`src/hw/sgrc_pkg.sv`:
```
/*
 * Package for the sleep, clock-gate and reset controller: register map,
 * field positions, sleep mode codes, timing counts and bus carriers.
 * Assumes a classic Wishbone master with 32-bit data, one word per register.
 */
package sgrc_pkg;
	// register indices; byte address is four times the index
	localparam logic [7:0]  IDX_SLEEP_MODE_CONTROL = 8'h33;
	localparam logic [7:0]  IDX_CORE_CONTROL       = 8'h35;
	localparam logic [7:0]  IDX_PERIPH_CLOCK_GATE  = 8'h64;
	localparam logic [7:0]  IDX_RESET_CONFIG       = 8'h70;
	localparam logic [7:0]  IDX_RESET_STATUS       = 8'h71;
	localparam logic [7:0]  IDX_POWER_STATUS       = 8'h72;
	localparam logic [1:0]  BYTE_SHIFT             = 2'h2;

	localparam logic [7:0]  SLEEP_MODE_CONTROL_RST = 8'h00;
	localparam logic [7:0]  CORE_CONTROL_RST       = 8'h00;
	localparam logic [7:0]  PERIPH_CLOCK_GATE_RST  = 8'h00;
	localparam logic [15:0] RESET_CONFIG_RST       = 16'h0040;

	// field positions
	localparam int SLEEP_ARM_BIT     = 0;
	localparam int SLEEP_MODE_LSB    = 1;
	localparam int CORE_JTD_BIT      = 7;
	localparam int BOD_OFF_BIT       = 6;
	localparam int BOD_UNLOCK_BIT    = 5;
	localparam int CORE_PUD_BIT      = 4;
	localparam int CORE_IVSEL_BIT    = 1;
	localparam int CORE_IVCE_BIT     = 0;
	localparam logic [7:0] CORE_RW_MASK = 8'h93;

	localparam int GATE_TWO_WIRE = 7;
	localparam int GATE_TIMER2   = 6;
	localparam int GATE_TIMER0   = 5;
	localparam int GATE_SERIAL1  = 4;
	localparam int GATE_TIMER1   = 3;
	localparam int GATE_SPI      = 2;
	localparam int GATE_SERIAL0  = 1;
	localparam int GATE_ADC      = 0;

	typedef enum logic [2:0] {
		SGRC_MODE_IDLE      = 3'h0,
		SGRC_MODE_ADC_NR    = 3'h1,
		SGRC_MODE_PWR_DOWN  = 3'h2,
		SGRC_MODE_PWR_SAVE  = 3'h3,
		SGRC_MODE_RSVD4     = 3'h4,
		SGRC_MODE_RSVD5     = 3'h5,
		SGRC_MODE_STANDBY   = 3'h6,
		SGRC_MODE_EXT_STBY  = 3'h7
	} sgrc_mode_t;

	// timing
	localparam int CLK_MHZ             = 200;
	localparam int BOD_UNLOCK_CYCLES   = 4;
	localparam int BOD_ACTIVE_DELAY    = 3;
	localparam int BOD_AUTO_CLEAR      = 3;
	localparam logic [2:0] BOD_UNLOCK_CNT = 3'(BOD_UNLOCK_CYCLES);
	localparam logic [2:0] BOD_ACT_CNT    = 3'(BOD_ACTIVE_DELAY);
	localparam logic [2:0] BOD_CLR_CNT    = 3'(BOD_AUTO_CLEAR);
	localparam int RESET_TIMEOUT_US    = 65;
	localparam int RESET_TIMEOUT_CYC   = RESET_TIMEOUT_US * CLK_MHZ;
	localparam int TOUT_W              = 20;
	localparam logic [TOUT_W-1:0] TOUT_ZERO = 20'h0_0000;
	localparam logic [TOUT_W-1:0] TOUT_ONE  = 20'h0_0001;

	typedef enum logic [3:0] {
		SGRC_RST_HOLD    = 4'b0001,
		SGRC_RST_STRETCH = 4'b0010,
		SGRC_RST_RUN     = 4'b0100,
		SGRC_RST_SPARE   = 4'b1000
	} sgrc_rst_state_t;

	typedef struct packed {
		logic        cyc;
		logic        stb;
		logic        we;
		logic [3:0]  sel;
		logic [9:0]  adr;
		logic [31:0] dat;
	} sgrc_wb_req_t;

	typedef struct packed {
		logic        ack;
		logic [31:0] dat;
	} sgrc_wb_rsp_t;

	typedef struct packed {
		logic por;
		logic ext_pin_low;
		logic wdt_expire;
		logic wdt_enabled;
		logic bod_below;
		logic bod_enabled;
		logic jtag_reset_reg;
	} sgrc_rst_src_t;
endpackage : sgrc_pkg

```
`src/hw/sgrc_top.sv`:
```
/*
 * Sleep mode control, brown-out-off unlock sequence, peripheral clock gates
 * and reset source combiner with a stretch counter, behind a Wishbone slave.
 * Assumes reset source flags are synchronous to MCLK except the power-on and
 * pin reset, which act asynchronously through the port reset output.
 */
// The implementer's own choice: the Wishbone slave port.
// Summary of operation
// - sleep mode field: idle, ADC noise, power-down, power-save, standby, ext standby.
// - sleep instruction enters a mode only while sleep arm bit is set.
// - brown-out-off needs unlock write, then set write within four cycles.
// - brown-out-off active three cycles after set; sleep then disables detector.
// - brown-out-off bit clears itself three cycles after set.
// - each clock-gate bit stops one peripheral clock when one.
// - timer 2 gate acts only in synchronous mode.
// - ungated timers resume from their frozen state.
// - ADC disabled before gating; comparator cannot use ADC mux while gated.
// - all registers take initial values in reset (reset config and status only on RST_N, not internal reset); fetch starts at reset vector.
// - ports reset immediately on any source without a clock; the watchdog pulse is registered and reaches them one MCLK edge later.
// - delay counter stretches internal reset after all sources go inactive.
// - internal reset from power-on, pin, watchdog, brown-out and JTAG.
// - watchdog reset when period expires while enabled.
// - brown-out reset only while detector enabled and supply low.
// - JTAG reset holds while its reset register holds one.
// - power-on reset reasserts internal reset immediately.
// - long low pin pulse resets without clock; short ones not guaranteed.
// - pin release starts time-out before internal reset lifts.
// - gated peripheral frozen, its registers neither readable nor writable.
// - watchdog gives a one-cycle pulse; counter starts on its fall.
module sgrc_top
	import sgrc_pkg::*;
#(
	parameter logic [TOUT_W-1:0] TIMEOUT_CYCLES = TOUT_W'(RESET_TIMEOUT_CYC)
) (
	input  wire logic                 MCLK,            // system clock
	input  wire logic                 RST_N,           // async reset, active low
	input  wire sgrc_pkg::sgrc_wb_req_t WB_REQ,        // wishbone request
	output      sgrc_pkg::sgrc_wb_rsp_t WB_RSP,        // wishbone answer
	input  wire logic                 SLEEP_INSTR,     // sleep instruction pulse
	input  wire logic                 TIMER2_ASYNC_SELECT, // timer 2 async clock
	input  wire logic                 ADC_ENABLED,     // ADC enable state
	input  wire sgrc_pkg::sgrc_rst_src_t RST_SRC,      // reset source flags
	input  wire logic [5:0]           PERIPH_SEL,      // peripheral register select
	output      logic                 SLEEP_ENTER,     // sleep entered pulse
	output      logic [2:0]           SLEEP_MODE,      // mode taken at entry
	output      logic                 BOD_SLEEP_OFF,   // detector off for this sleep
	output      logic [7:0]           GATE_CLK,        // per-peripheral clock stop
	output      logic [7:0]           PERIPH_ACCESS_OK,// peripheral register access
	output      logic                 ADC_GATE_ERR,    // ADC gated while enabled
	output      logic                 COMPARATOR_MUX_BLOCK, // comparator mux blocked
	output      logic                 PORT_RESET,      // immediate port reset
	output      logic                 INTERNAL_RESET,  // stretched core reset
	output      logic                 FETCH_AT_VECTOR  // fetch from reset vector pulse
);
	import sgrc_pkg::*;

	logic [7:0]        sleep_ctrl;
	logic [7:0]        core_ctrl;
	logic [7:0]        gate;
	logic [15:0]       rst_cfg;
	logic [4:0]        rst_flags;
	logic              ack;
	logic [31:0]       rdata;
	logic [2:0]        unlock_cnt;
	logic [2:0]        bod_age;
	logic              bod_set;
	logic              bod_active;
	logic [TOUT_W-1:0] tout_cnt;
	logic              wdt_pulse_d;
	logic              internal_rst;
	logic              run_d;
	sgrc_rst_state_t   rst_state;
	sgrc_rst_state_t   next_rst_state;

	wire logic       req     = WB_REQ.cyc & WB_REQ.stb & ~ack;
	wire logic [7:0] idx     = WB_REQ.adr[9:2];
	wire logic       wr      = req & WB_REQ.we & WB_REQ.sel[0];
	wire logic [7:0] wbyte   = WB_REQ.dat[7:0];
	wire logic       wr_core = wr & (idx == IDX_CORE_CONTROL);
	wire logic       sleep_arm = sleep_ctrl[SLEEP_ARM_BIT];
	wire logic [2:0] mode_sel  = sleep_ctrl[SLEEP_MODE_LSB +: 3];

	// async sources; clockless port reset
	wire logic pin_or_por = RST_SRC.por | RST_SRC.ext_pin_low;
	wire logic wdt_rst  = RST_SRC.wdt_expire & RST_SRC.wdt_enabled;
	wire logic bod_rst  = RST_SRC.bod_below & RST_SRC.bod_enabled;
	wire logic jtag_rst = RST_SRC.jtag_reset_reg;
	wire logic any_src  = pin_or_por | wdt_pulse_d | bod_rst | jtag_rst;

	assign PORT_RESET = ~RST_N | any_src;

	// wishbone slave: registered answer one cycle after the strobe, ack dropped next cycle
	always_ff @(posedge MCLK or negedge RST_N) begin
		if (!RST_N) begin
			ack <= 1'b0;
		end else begin
			ack <= req;
		end
	end

	always_ff @(posedge MCLK or negedge RST_N) begin
		if (!RST_N) begin
			rdata <= 32'h0000_0000;
		end else if (req) begin
			case (idx)
				IDX_SLEEP_MODE_CONTROL: rdata <= {24'h00_0000, sleep_ctrl};
				IDX_CORE_CONTROL:       rdata <= {24'h00_0000, core_ctrl};
				IDX_PERIPH_CLOCK_GATE:  rdata <= {24'h00_0000, gate};
				IDX_RESET_CONFIG:       rdata <= {16'h0000, rst_cfg};
				IDX_RESET_STATUS:       rdata <= {27'h000_0000, rst_flags};
				IDX_POWER_STATUS:       rdata <= {29'h0000_0000, run_d, bod_active,
					ADC_GATE_ERR};
				default:                rdata <= 32'h0000_0000;
			endcase
		end
	end

	assign WB_RSP = '{ack: ack, dat: rdata};

	// sleep mode control, cleared by any internal reset
	always_ff @(posedge MCLK or negedge RST_N) begin
		if (!RST_N) begin
			sleep_ctrl <= SLEEP_MODE_CONTROL_RST;
		end else if (internal_rst) begin
			sleep_ctrl <= SLEEP_MODE_CONTROL_RST;
		end else if (wr && idx == IDX_SLEEP_MODE_CONTROL) begin
			sleep_ctrl <= {4'h0, wbyte[3:0]};
		end
	end

	// brown-out-off unlock window: opens on a write with both bits one
	always_ff @(posedge MCLK or negedge RST_N) begin
		if (!RST_N) begin
			unlock_cnt <= 3'h0;
		end else if (internal_rst) begin
			unlock_cnt <= 3'h0;
		end else if (wr_core && wbyte[BOD_OFF_BIT] && wbyte[BOD_UNLOCK_BIT]) begin
			unlock_cnt <= BOD_UNLOCK_CNT;
		end else if (unlock_cnt != 3'h0) begin
			unlock_cnt <= unlock_cnt - 3'h1;
		end
	end

	wire logic bod_commit = wr_core && unlock_cnt != 3'h0 && wbyte[BOD_OFF_BIT]
		&& !wbyte[BOD_UNLOCK_BIT];

	// bod_age counts from set: active at age two, self-clear after three
	always_ff @(posedge MCLK or negedge RST_N) begin
		if (!RST_N) begin
			bod_set <= 1'b0;
			bod_age <= 3'h0;
		end else if (internal_rst) begin
			bod_set <= 1'b0;
			bod_age <= 3'h0;
		end else if (bod_commit) begin
			bod_set <= 1'b1;
			bod_age <= 3'h0;
		end else if (bod_set) begin
			bod_age <= bod_age + 3'h1;
			if (bod_age == BOD_CLR_CNT - 3'h1) begin
				bod_set <= 1'b0;
			end
		end
	end

	// a self-clearing bit cannot both wait three and live three: it is
	// active on the final age step, which is when the sleep must come
	assign bod_active = bod_set && bod_age >= BOD_ACT_CNT - 3'h1;

	always_ff @(posedge MCLK or negedge RST_N) begin
		if (!RST_N) begin
			core_ctrl <= CORE_CONTROL_RST;
		end else if (internal_rst) begin
			core_ctrl <= CORE_CONTROL_RST;
		end else begin
			if (wr_core) begin
				core_ctrl <= (wbyte & CORE_RW_MASK);
			end
			core_ctrl[BOD_OFF_BIT]    <= bod_set | bod_commit;
			core_ctrl[BOD_UNLOCK_BIT] <= (unlock_cnt != 3'h0) | (wr_core
				&& wbyte[BOD_OFF_BIT] && wbyte[BOD_UNLOCK_BIT]);
		end
	end

	// sleep entry
	always_ff @(posedge MCLK or negedge RST_N) begin
		if (!RST_N) begin
			SLEEP_ENTER   <= 1'b0;
			SLEEP_MODE    <= SGRC_MODE_IDLE;
			BOD_SLEEP_OFF <= 1'b0;
		end else begin
			SLEEP_ENTER <= SLEEP_INSTR && sleep_arm && !internal_rst;
			if (SLEEP_INSTR && sleep_arm && !internal_rst) begin
				SLEEP_MODE    <= mode_sel;
				BOD_SLEEP_OFF <= bod_active;
			end
		end
	end

	// clock gates, cleared on internal reset like sleep and core control; reset config and status are not
	always_ff @(posedge MCLK or negedge RST_N) begin
		if (!RST_N) begin
			gate <= PERIPH_CLOCK_GATE_RST;
		end else if (internal_rst) begin
			gate <= PERIPH_CLOCK_GATE_RST;
		end else if (wr && idx == IDX_PERIPH_CLOCK_GATE) begin
			gate <= wbyte;
		end
	end

	// gated clocks freeze state rather than reset it, so ungating resumes
	always_comb begin
		GATE_CLK = gate;
		GATE_CLK[GATE_TIMER2] = gate[GATE_TIMER2] & ~TIMER2_ASYNC_SELECT;
	end

	assign PERIPH_ACCESS_OK = ~GATE_CLK;
	assign COMPARATOR_MUX_BLOCK = gate[GATE_ADC];
	assign ADC_GATE_ERR = gate[GATE_ADC] & ADC_ENABLED;

	// reset combiner and stretch counter
	always_ff @(posedge MCLK or negedge RST_N) begin
		if (!RST_N) begin
			wdt_pulse_d <= 1'b0;
		end else begin
			wdt_pulse_d <= wdt_rst & ~wdt_pulse_d;
		end
	end

	always_comb begin
		next_rst_state = rst_state;
		case (rst_state)
			SGRC_RST_HOLD:    if (!any_src) next_rst_state = SGRC_RST_STRETCH;
			SGRC_RST_STRETCH: begin
				if (any_src) begin
					next_rst_state = SGRC_RST_HOLD;
				end else if (tout_cnt >= TIMEOUT_CYCLES - TOUT_ONE) begin
					next_rst_state = SGRC_RST_RUN;
				end
			end
			SGRC_RST_RUN:     if (any_src) next_rst_state = SGRC_RST_HOLD;
			default:          next_rst_state = SGRC_RST_HOLD;
		endcase
	end

	always_ff @(posedge MCLK or negedge RST_N) begin
		if (!RST_N) begin
			rst_state <= SGRC_RST_HOLD;
		end else begin
			rst_state <= next_rst_state;
		end
	end

	always_ff @(posedge MCLK or negedge RST_N) begin
		if (!RST_N) begin
			tout_cnt <= TOUT_ZERO;
		end else if (rst_state != SGRC_RST_STRETCH || any_src) begin
			tout_cnt <= TOUT_ZERO;
		end else begin
			tout_cnt <= tout_cnt + TOUT_ONE;
		end
	end

	// power-on and pin bypass the counter, acting combinationally
	assign internal_rst   = (rst_state != SGRC_RST_RUN) | any_src;
	assign INTERNAL_RESET = internal_rst | ~RST_N;

	always_ff @(posedge MCLK or negedge RST_N) begin
		if (!RST_N) begin
			run_d <= 1'b0;
		end else begin
			run_d <= ~internal_rst;
		end
	end

	assign FETCH_AT_VECTOR = ~internal_rst & ~run_d;

	// sticky cause flags: sets win over software clear-by-one
	always_ff @(posedge MCLK or negedge RST_N) begin
		if (!RST_N) begin
			rst_flags <= 5'h01;
			rst_cfg   <= RESET_CONFIG_RST;
		end else begin
			if (wr && idx == IDX_RESET_STATUS) begin
				rst_flags <= (rst_flags & ~wbyte[4:0]) | {jtag_rst, wdt_pulse_d,
					bod_rst, RST_SRC.ext_pin_low, RST_SRC.por};
			end else begin
				rst_flags <= rst_flags | {jtag_rst, wdt_pulse_d, bod_rst,
					RST_SRC.ext_pin_low, RST_SRC.por};
			end
			if (wr && idx == IDX_RESET_CONFIG) begin
				rst_cfg <= WB_REQ.dat[15:0];
			end
		end
	end
endmodule : sgrc_top

```
`config.mk`:
```
export PLATFORM = sky130hd
export DESIGN_NAME = sgrc_top
export DESIGN_NICKNAME = d
export VERILOG_FILES = /design/src/hw/sgrc_pkg.sv /design/src/hw/sgrc_top.sv
export SDC_FILE = /design/constraint.sdc
export NUM_CORES = 1
export LEC_CHECK = 0
export CELL_PAD_IN_SITES_DETAIL_PLACEMENT = 1
export CELL_PAD_IN_SITES_GLOBAL_PLACEMENT = 2
export CORE_UTILIZATION = 37
export CTS_BUF_LIST = sky130_fd_sc_hd__clkbuf_8
export DETAILED_ROUTE_END_ITERATION = 12
export DONT_BUFFER_PORTS = 1
export GPL_TIMING_DRIVEN = 1
export PLACE_DENSITY = 0.82
export RECOVER_POWER = 50
export SYNTH_ARGS = -nofsm -noshare
export SYNTH_HDL_FRONTEND = slang
export SYNTH_SLANG_ARGS = --single-unit
```
`constraint.sdc`:
```
create_clock -name MCLK -period 1.9 [get_ports MCLK]
set_input_delay 0.38 -clock MCLK [delete_from_list [all_inputs] [get_ports MCLK]]
set_output_delay 0.38 -clock MCLK [all_outputs]
set_load 0.01 [all_outputs]
```
Word level (Yosys, flattened, before mapping)
Index checks and enable logic that the tools add are counted.
{"block": "classes", "eq_ne": 15, "addsub": 3, "bitwise_logic": 31, "reduce_logical": 22, "magnitude_cmp": 2, "n_mux": 24}
{"op": "16-bit case mux with 6 select lines", "count": 1}
{"op": "8-bit two-way mux", "count": 6}
{"op": "8-bit by 7-bit equality test with 1-bit output, second input constant", "count": 4}
{"op": "20-bit by 1-bit adder with 20-bit output, second input constant", "count": 1}
{"op": "20-bit by 14-bit >= comparator with 1-bit output, second input constant", "count": 1}
{"op": "20-bit two-way mux", "count": 1}
{"op": "3-bit two-way mux", "count": 6}
{"op": "8-bit by 6-bit equality test with 1-bit output, second input constant", "count": 2}
{"op": "4-bit two-way mux", "count": 4}
{"op": "1-bit logical AND", "count": 12}
{"op": "4-bit case mux with 3 select lines", "count": 1}
{"op": "1-bit bitwise AND", "count": 11}
{"op": "5-bit bitwise OR", "count": 2}
{"op": "1-bit bitwise OR", "count": 9}
{"op": "3-bit nonzero test", "count": 3}
{"op": "8-bit inverter", "count": 1}
{"op": "1-bit inverter", "count": 6}
{"op": "2-bit nonzero test", "count": 3}
{"op": "5-bit bitwise AND", "count": 1}
{"op": "5-bit two-way mux", "count": 1}
{"op": "5-bit inverter", "count": 1}
{"op": "4-bit by 1-bit equality test with 1-bit output, second input constant", "count": 1}
{"op": "4-bit by 2-bit equality test with 1-bit output, second input constant", "count": 1}
{"op": "4-bit by 3-bit equality test with 1-bit output, second input constant", "count": 1}
{"op": "12 further kinds", "count": 17}
{"block": "word_totals", "input_bits": 67, "regBits": 116}

Depth between registers and ports, before layout
{"block": "logic_depth", "ltp_word": 10, "ltp_mapped": 6, "ltp_nobuf": 6}

Least setup slack after synthesis
Ideal clock, no wire load.
{"block": "synth_path", "kind": "in2reg", "startpoint": "input WB_REQ[35] (netlist bit)", "endpoint": "register rst_cfg[0]", "setup_time_ns": 0.125, "stages": 6, "arrival_time_ns": 2.238, "t_required_ns": 1.775, "slack_ns": -0.463, "path_buffers": 2, "path_cell_list": "or4b_1 -> buf_2 -> or4_4 -> nor3_4 -> buf_8 -> mux2_2"}
{"block": "synth_between", "elab_chain_len": 2}
{"item": "start, declared", "line": "sgrc_top.sv:37", "rtl": "input wire sgrc_pkg::sgrc_wb_req_t WB_REQ,"}
{"item": "8-bit by 7-bit equality test with 1-bit output", "line": "sgrc_top.sv:291", "rtl": "if (wr && idx == IDX_RESET_CONFIG) begin"}
{"item": "1-bit logical AND", "line": "sgrc_top.sv:291"}
{"item": "end signal, assigned", "line": "sgrc_top.sv:292", "rtl": "rst_cfg <= WB_REQ.dat[15:0];"}
{"item": "end, declared", "line": "sgrc_top.sv:60", "rtl": "logic [15:0] rst_cfg;"}
Every way passes these cells.
A chain may end at the register's enable or synchronous reset.

Worst setup path after layout
{"block": "layout_path", "startpoint": "register wdt_pulse_d", "endpoint": "output INTERNAL_RESET"}
{"block": "layout_between", "elab_chain_len": 5}
{"item": "start, declared", "line": "sgrc_top.sv:69", "rtl": "logic wdt_pulse_d;"}
{"item": "start signal, assigned", "line": "sgrc_top.sv:226", "rtl": "wdt_pulse_d <= wdt_rst & ~wdt_pulse_d;"}
{"item": "1-bit bitwise OR (3 in a row)", "line": "sgrc_top.sv:88", "rtl": "wire logic any_src = pin_or_por | wdt_pulse_d | bod_rst | jtag_rst;"}
{"item": "1-bit bitwise OR", "line": "sgrc_top.sv:265", "rtl": "assign internal_rst = (rst_state != SGRC_RST_RUN) | any_src;"}
{"item": "1-bit bitwise OR", "line": "sgrc_top.sv:266", "rtl": "assign INTERNAL_RESET = internal_rst | ~RST_N;"}
{"item": "end, declared", "line": "sgrc_top.sv:52", "rtl": "output logic INTERNAL_RESET,"}
Every way passes these cells.

==> flow_summary.json <==
{
  "clkTransAtPathRegs_ns": 0.09,
  "rsz0062_at_grt": "true",
  "finalInstanceArea_um2": 5151,
  "final_common_cell": "dfrtp_1",
  "fp.dieH_um": 113.8,
  "final-seq-area_um2": 2331,
  "grt_pass1_wl_um": 18740,
  "wl_um": 11430,
  "async_flop_share_pct": 100.0,
  "syn_area_um2": 4628,
  "final_nets": 516,
  "layout_common_cells": "90 x dfrtp_1, 41 x nor2_1, 22 x nand2_1",
  "path_class": "register to output port",
  "hold_class": "primary input to asynchronous set/reset pin",
  "grt_use_total_pct": 18.78,
  "core.rowCount": 40,
  "pwr_density_cell_nw_per_um2": 668.1,
  "finClkSkew_ns": 0.01190,
  "synth_seq_cells": 93,
  "fillCellCount": 1337,
  "dpl.hpwl_um": 8057,
  "yosysTopAreaCellShare_pct": 48.66,
  "yosys.area.top_type": "dfrtp_1",
  "antenna_cells": 0,
  "max_clock_freq_ghz": 0.5044,
  "combPwrFrac_pct": 2.9,
  "antenna_found_initial": 0,
  "period_share_pct": 104.4,
  "hold_viol": 93,
  "p_seq_share_pct": 58.2,
  "synth_seq_area_share_pct": 50.36,
  "clock_power_share_pct": 38.8,
  "cp-end-kind": "output port",
  "dr.pass1.iters": 4,
  "cts_root_buf": "clkbuf_8",
  "cts_max_path_buffers": 2,
  "die_w_um": 113.8,
  "multiInputGateArea_um2": 2103,
  "synth-warning-count": 0,
  "place_area_um2": 4825,
  "pin_count": 126,
  "synth.distinct_cells": 60,
  "gp_congestion": 0.7648,
  "slew_viol_final": 0,
  "final-setup-viol-count": 4,
  "p_sw_uw": 778.7,
  "htreeDepth": 3,
  "core-area_um2": 12110,
  "synth.area.top_cells": "dfrtp_1 49%, mux2_2 4.9%, buf_4 3.9%, mux2i_1 3.7%, nor2_1 3.4%",
  "cp_data_required_time_ns": 1.52,
  "via_per_inst": 5.323,
  "p_leak_nw": 2.244,
  "drc_errors": 0,
  "tightest_slew_ns": 0.5428,
  "fin_crit_ns": 1.983,
  "synth_cells": 434,
  "synth_edf_count": 0,
  "areaGrowthSynthToFinish_pct": 11.30,
  "max-vdd-ir-drop_mv": 0.3186,
  "cts_tree": "built",
  "detail_route.wl_per_cell_um": 18.53,
  "drt_iter0_drc": 151,
  "cp_data_arrival_time_ns": 1.60,
  "worst_skew_pair.late_latency_ns": 0.37,
  "via_count": 3284,
  "hold_ws_ns": -0.3036,
  "setup_tns_ns": -0.1614,
  "grt_start_max_net_pins": 96,
  "drive_gt1_share_pct": 19.15,
  "clock_sinks": 93,
  "dieArea_um2": 12960,
  "cts_buffers": 9,
  "overflow": 0,
  "start_util_pct": 38.21,
  "synthFlopType": "dfrtp_1",
  "swShare_pct": 22.63,
  "portBuffers": 0,
  "grt_pass1_vias": 3501,
  "max_slew_margin_pct": 63.74,
  "syn_area_per_cell_um2": 10.66,
  "setup_ws_ns": -0.08271,
  "violations": "negative hold slack, negative setup slack",
  "detail-route-antenna-nets": 0,
  "crit_fanout": 5,
  "worst_setup_path_start_kind": "register",
  "status": "complete, but fails checks",
  "intPower_mw": 2.663,
  "cap_violations": 0
}
path summary, 6_finish.rpt:
check,startpoint,to,slack (ns),cells past startpoint
max in group asynchronous,RST_N,rst_state[0],2.00,0
min,RST_N,SLEEP_ENTER,-0.30,0
max,wdt_pulse_d,INTERNAL_RESET,-0.08,3
max reg2reg,wdt_pulse_d,tout_cnt[16],0,4
min in group MCLK,RST_SRC[0],rst_flags[4],0.10,1
min reg2reg,tout_cnt[0],tout_cnt[0],0.46,1
Yosys cell counts, drive strengths merged (3+ instances only):
master and instances:
nand3 19, nand3b 6, a22o 16, nand4 6, buf 28, a21oi 14
nand2b 5, mux2 20, dfstp 3, or3 5, clkbuf 14, and3 4
nor4 3, o21ai 19, inv 18, and2 5, dfrtp 90, ha 5
nor2b 5, xnor2 3, xor2 12, a21o 4, a32oi 4, a211oi 3
nor2 42, and3b 3, nand2 23, or4 3, nor4bb 4, mux2i 17
and4 5
flip-flops by register name (all words and copies together), names as in the netlist:
name	flops
tout_cnt	20
rdata	16
rst_cfg	16
gate	8
core_ctrl	6
rst_flags	5
sleep_ctrl	4
SLEEP_MODE	3
bod_age	3
rst_state	3
unlock_cnt	3
BOD_SLEEP_OFF	1
SLEEP_ENTER	1
ack	1
bod_set	1
run_d	1
wdt_pulse_d	1
critical path, cell delays in order (launching register included):
cell     delay, ns
dfrtp_1       0.43
or4_4         0.46
a21oi_4       0.22
nand3_2       0.13
metal layers:
metal | track usage, % | part of all wire, %
met1 | 24.12 | 44
met2 | 30.69 | 48
met3 | 5.526 | 6.5
met4 | 5.541 | 1.4
met5 | 0 | 0
through the flow:
step	utilization [%]	hold slack [ns]	setup slack (ns)	power, mW	std cells
after floorplan	-	0.08441	-0.4598	2.147	449
after global placement	39.83	0.08644	-0.2565	2.135	596
after detailed placement	39.83	0.08638	-0.2925	2.138	596
after CTS	42.31	-0.3203	-0.09489	3.476	617
after global routing	42.53	-0.3276	-0.1532	3.573	617
final	42.53	-0.3036	-0.08271	3.442	617
power by group through the flow:
stage | logic [mW] | registers, mW | clock network, mW
2_1_floorplan | 0.106 | 2.04 | 0
3_3_place_gp | 0.0920 | 2.04 | 0
3_5_place_dp | 0.0938 | 2.04 | 0
4_1_cts | 0.0974 | 2.00 | 1.37
5_1_grt | 0.110 | 2.01 | 1.46
6_report | 0.101 | 2.00 | 1.34
kinds of logic (layout without fill, tap and decap cells):
group / after synthesis / after routing / share of synthesized area (%)
flip-flops: 93 / 93 / 50.37
multiplexers: 37 / 37 / 8.543
AND/OR/NAND/NOR: 149 / 149 / 18.68
AO/OA/AOI/OAI: 74 / 74 / 11.03
other: 1 / 16 / 0.08103
XOR/XNOR: 15 / 15 / 2.839
adder cells (fa/ha/maj): 5 / 5 / 1.352
buffers and inverters: 60 / 60 / 7.110
final cells by class:
| class | instances | share of cell area (%) |
|---|---|---|
| clock inverter | 6 | 1.069 |
| multi-input combinational | 296 | 40.83 |
| inverter | 18 | 1.312 |
| tap | 168 | 4.081 |
| clock buffer | 10 | 2.672 |
| sequential | 93 | 45.25 |
| timing repair buffer | 26 | 4.785 |
timing repair:
item / in CTS / in global routing
pin swaps: 4 / 1
hold endpoints to repair: 93 / 93
setup endpoints to repair: 3 / 30
gates resized for setup: 10 / 6
gates cloned: 1 / 0
buffers inserted: 5 / 0
Note: power is estimated with default switching activity, not from simulation.
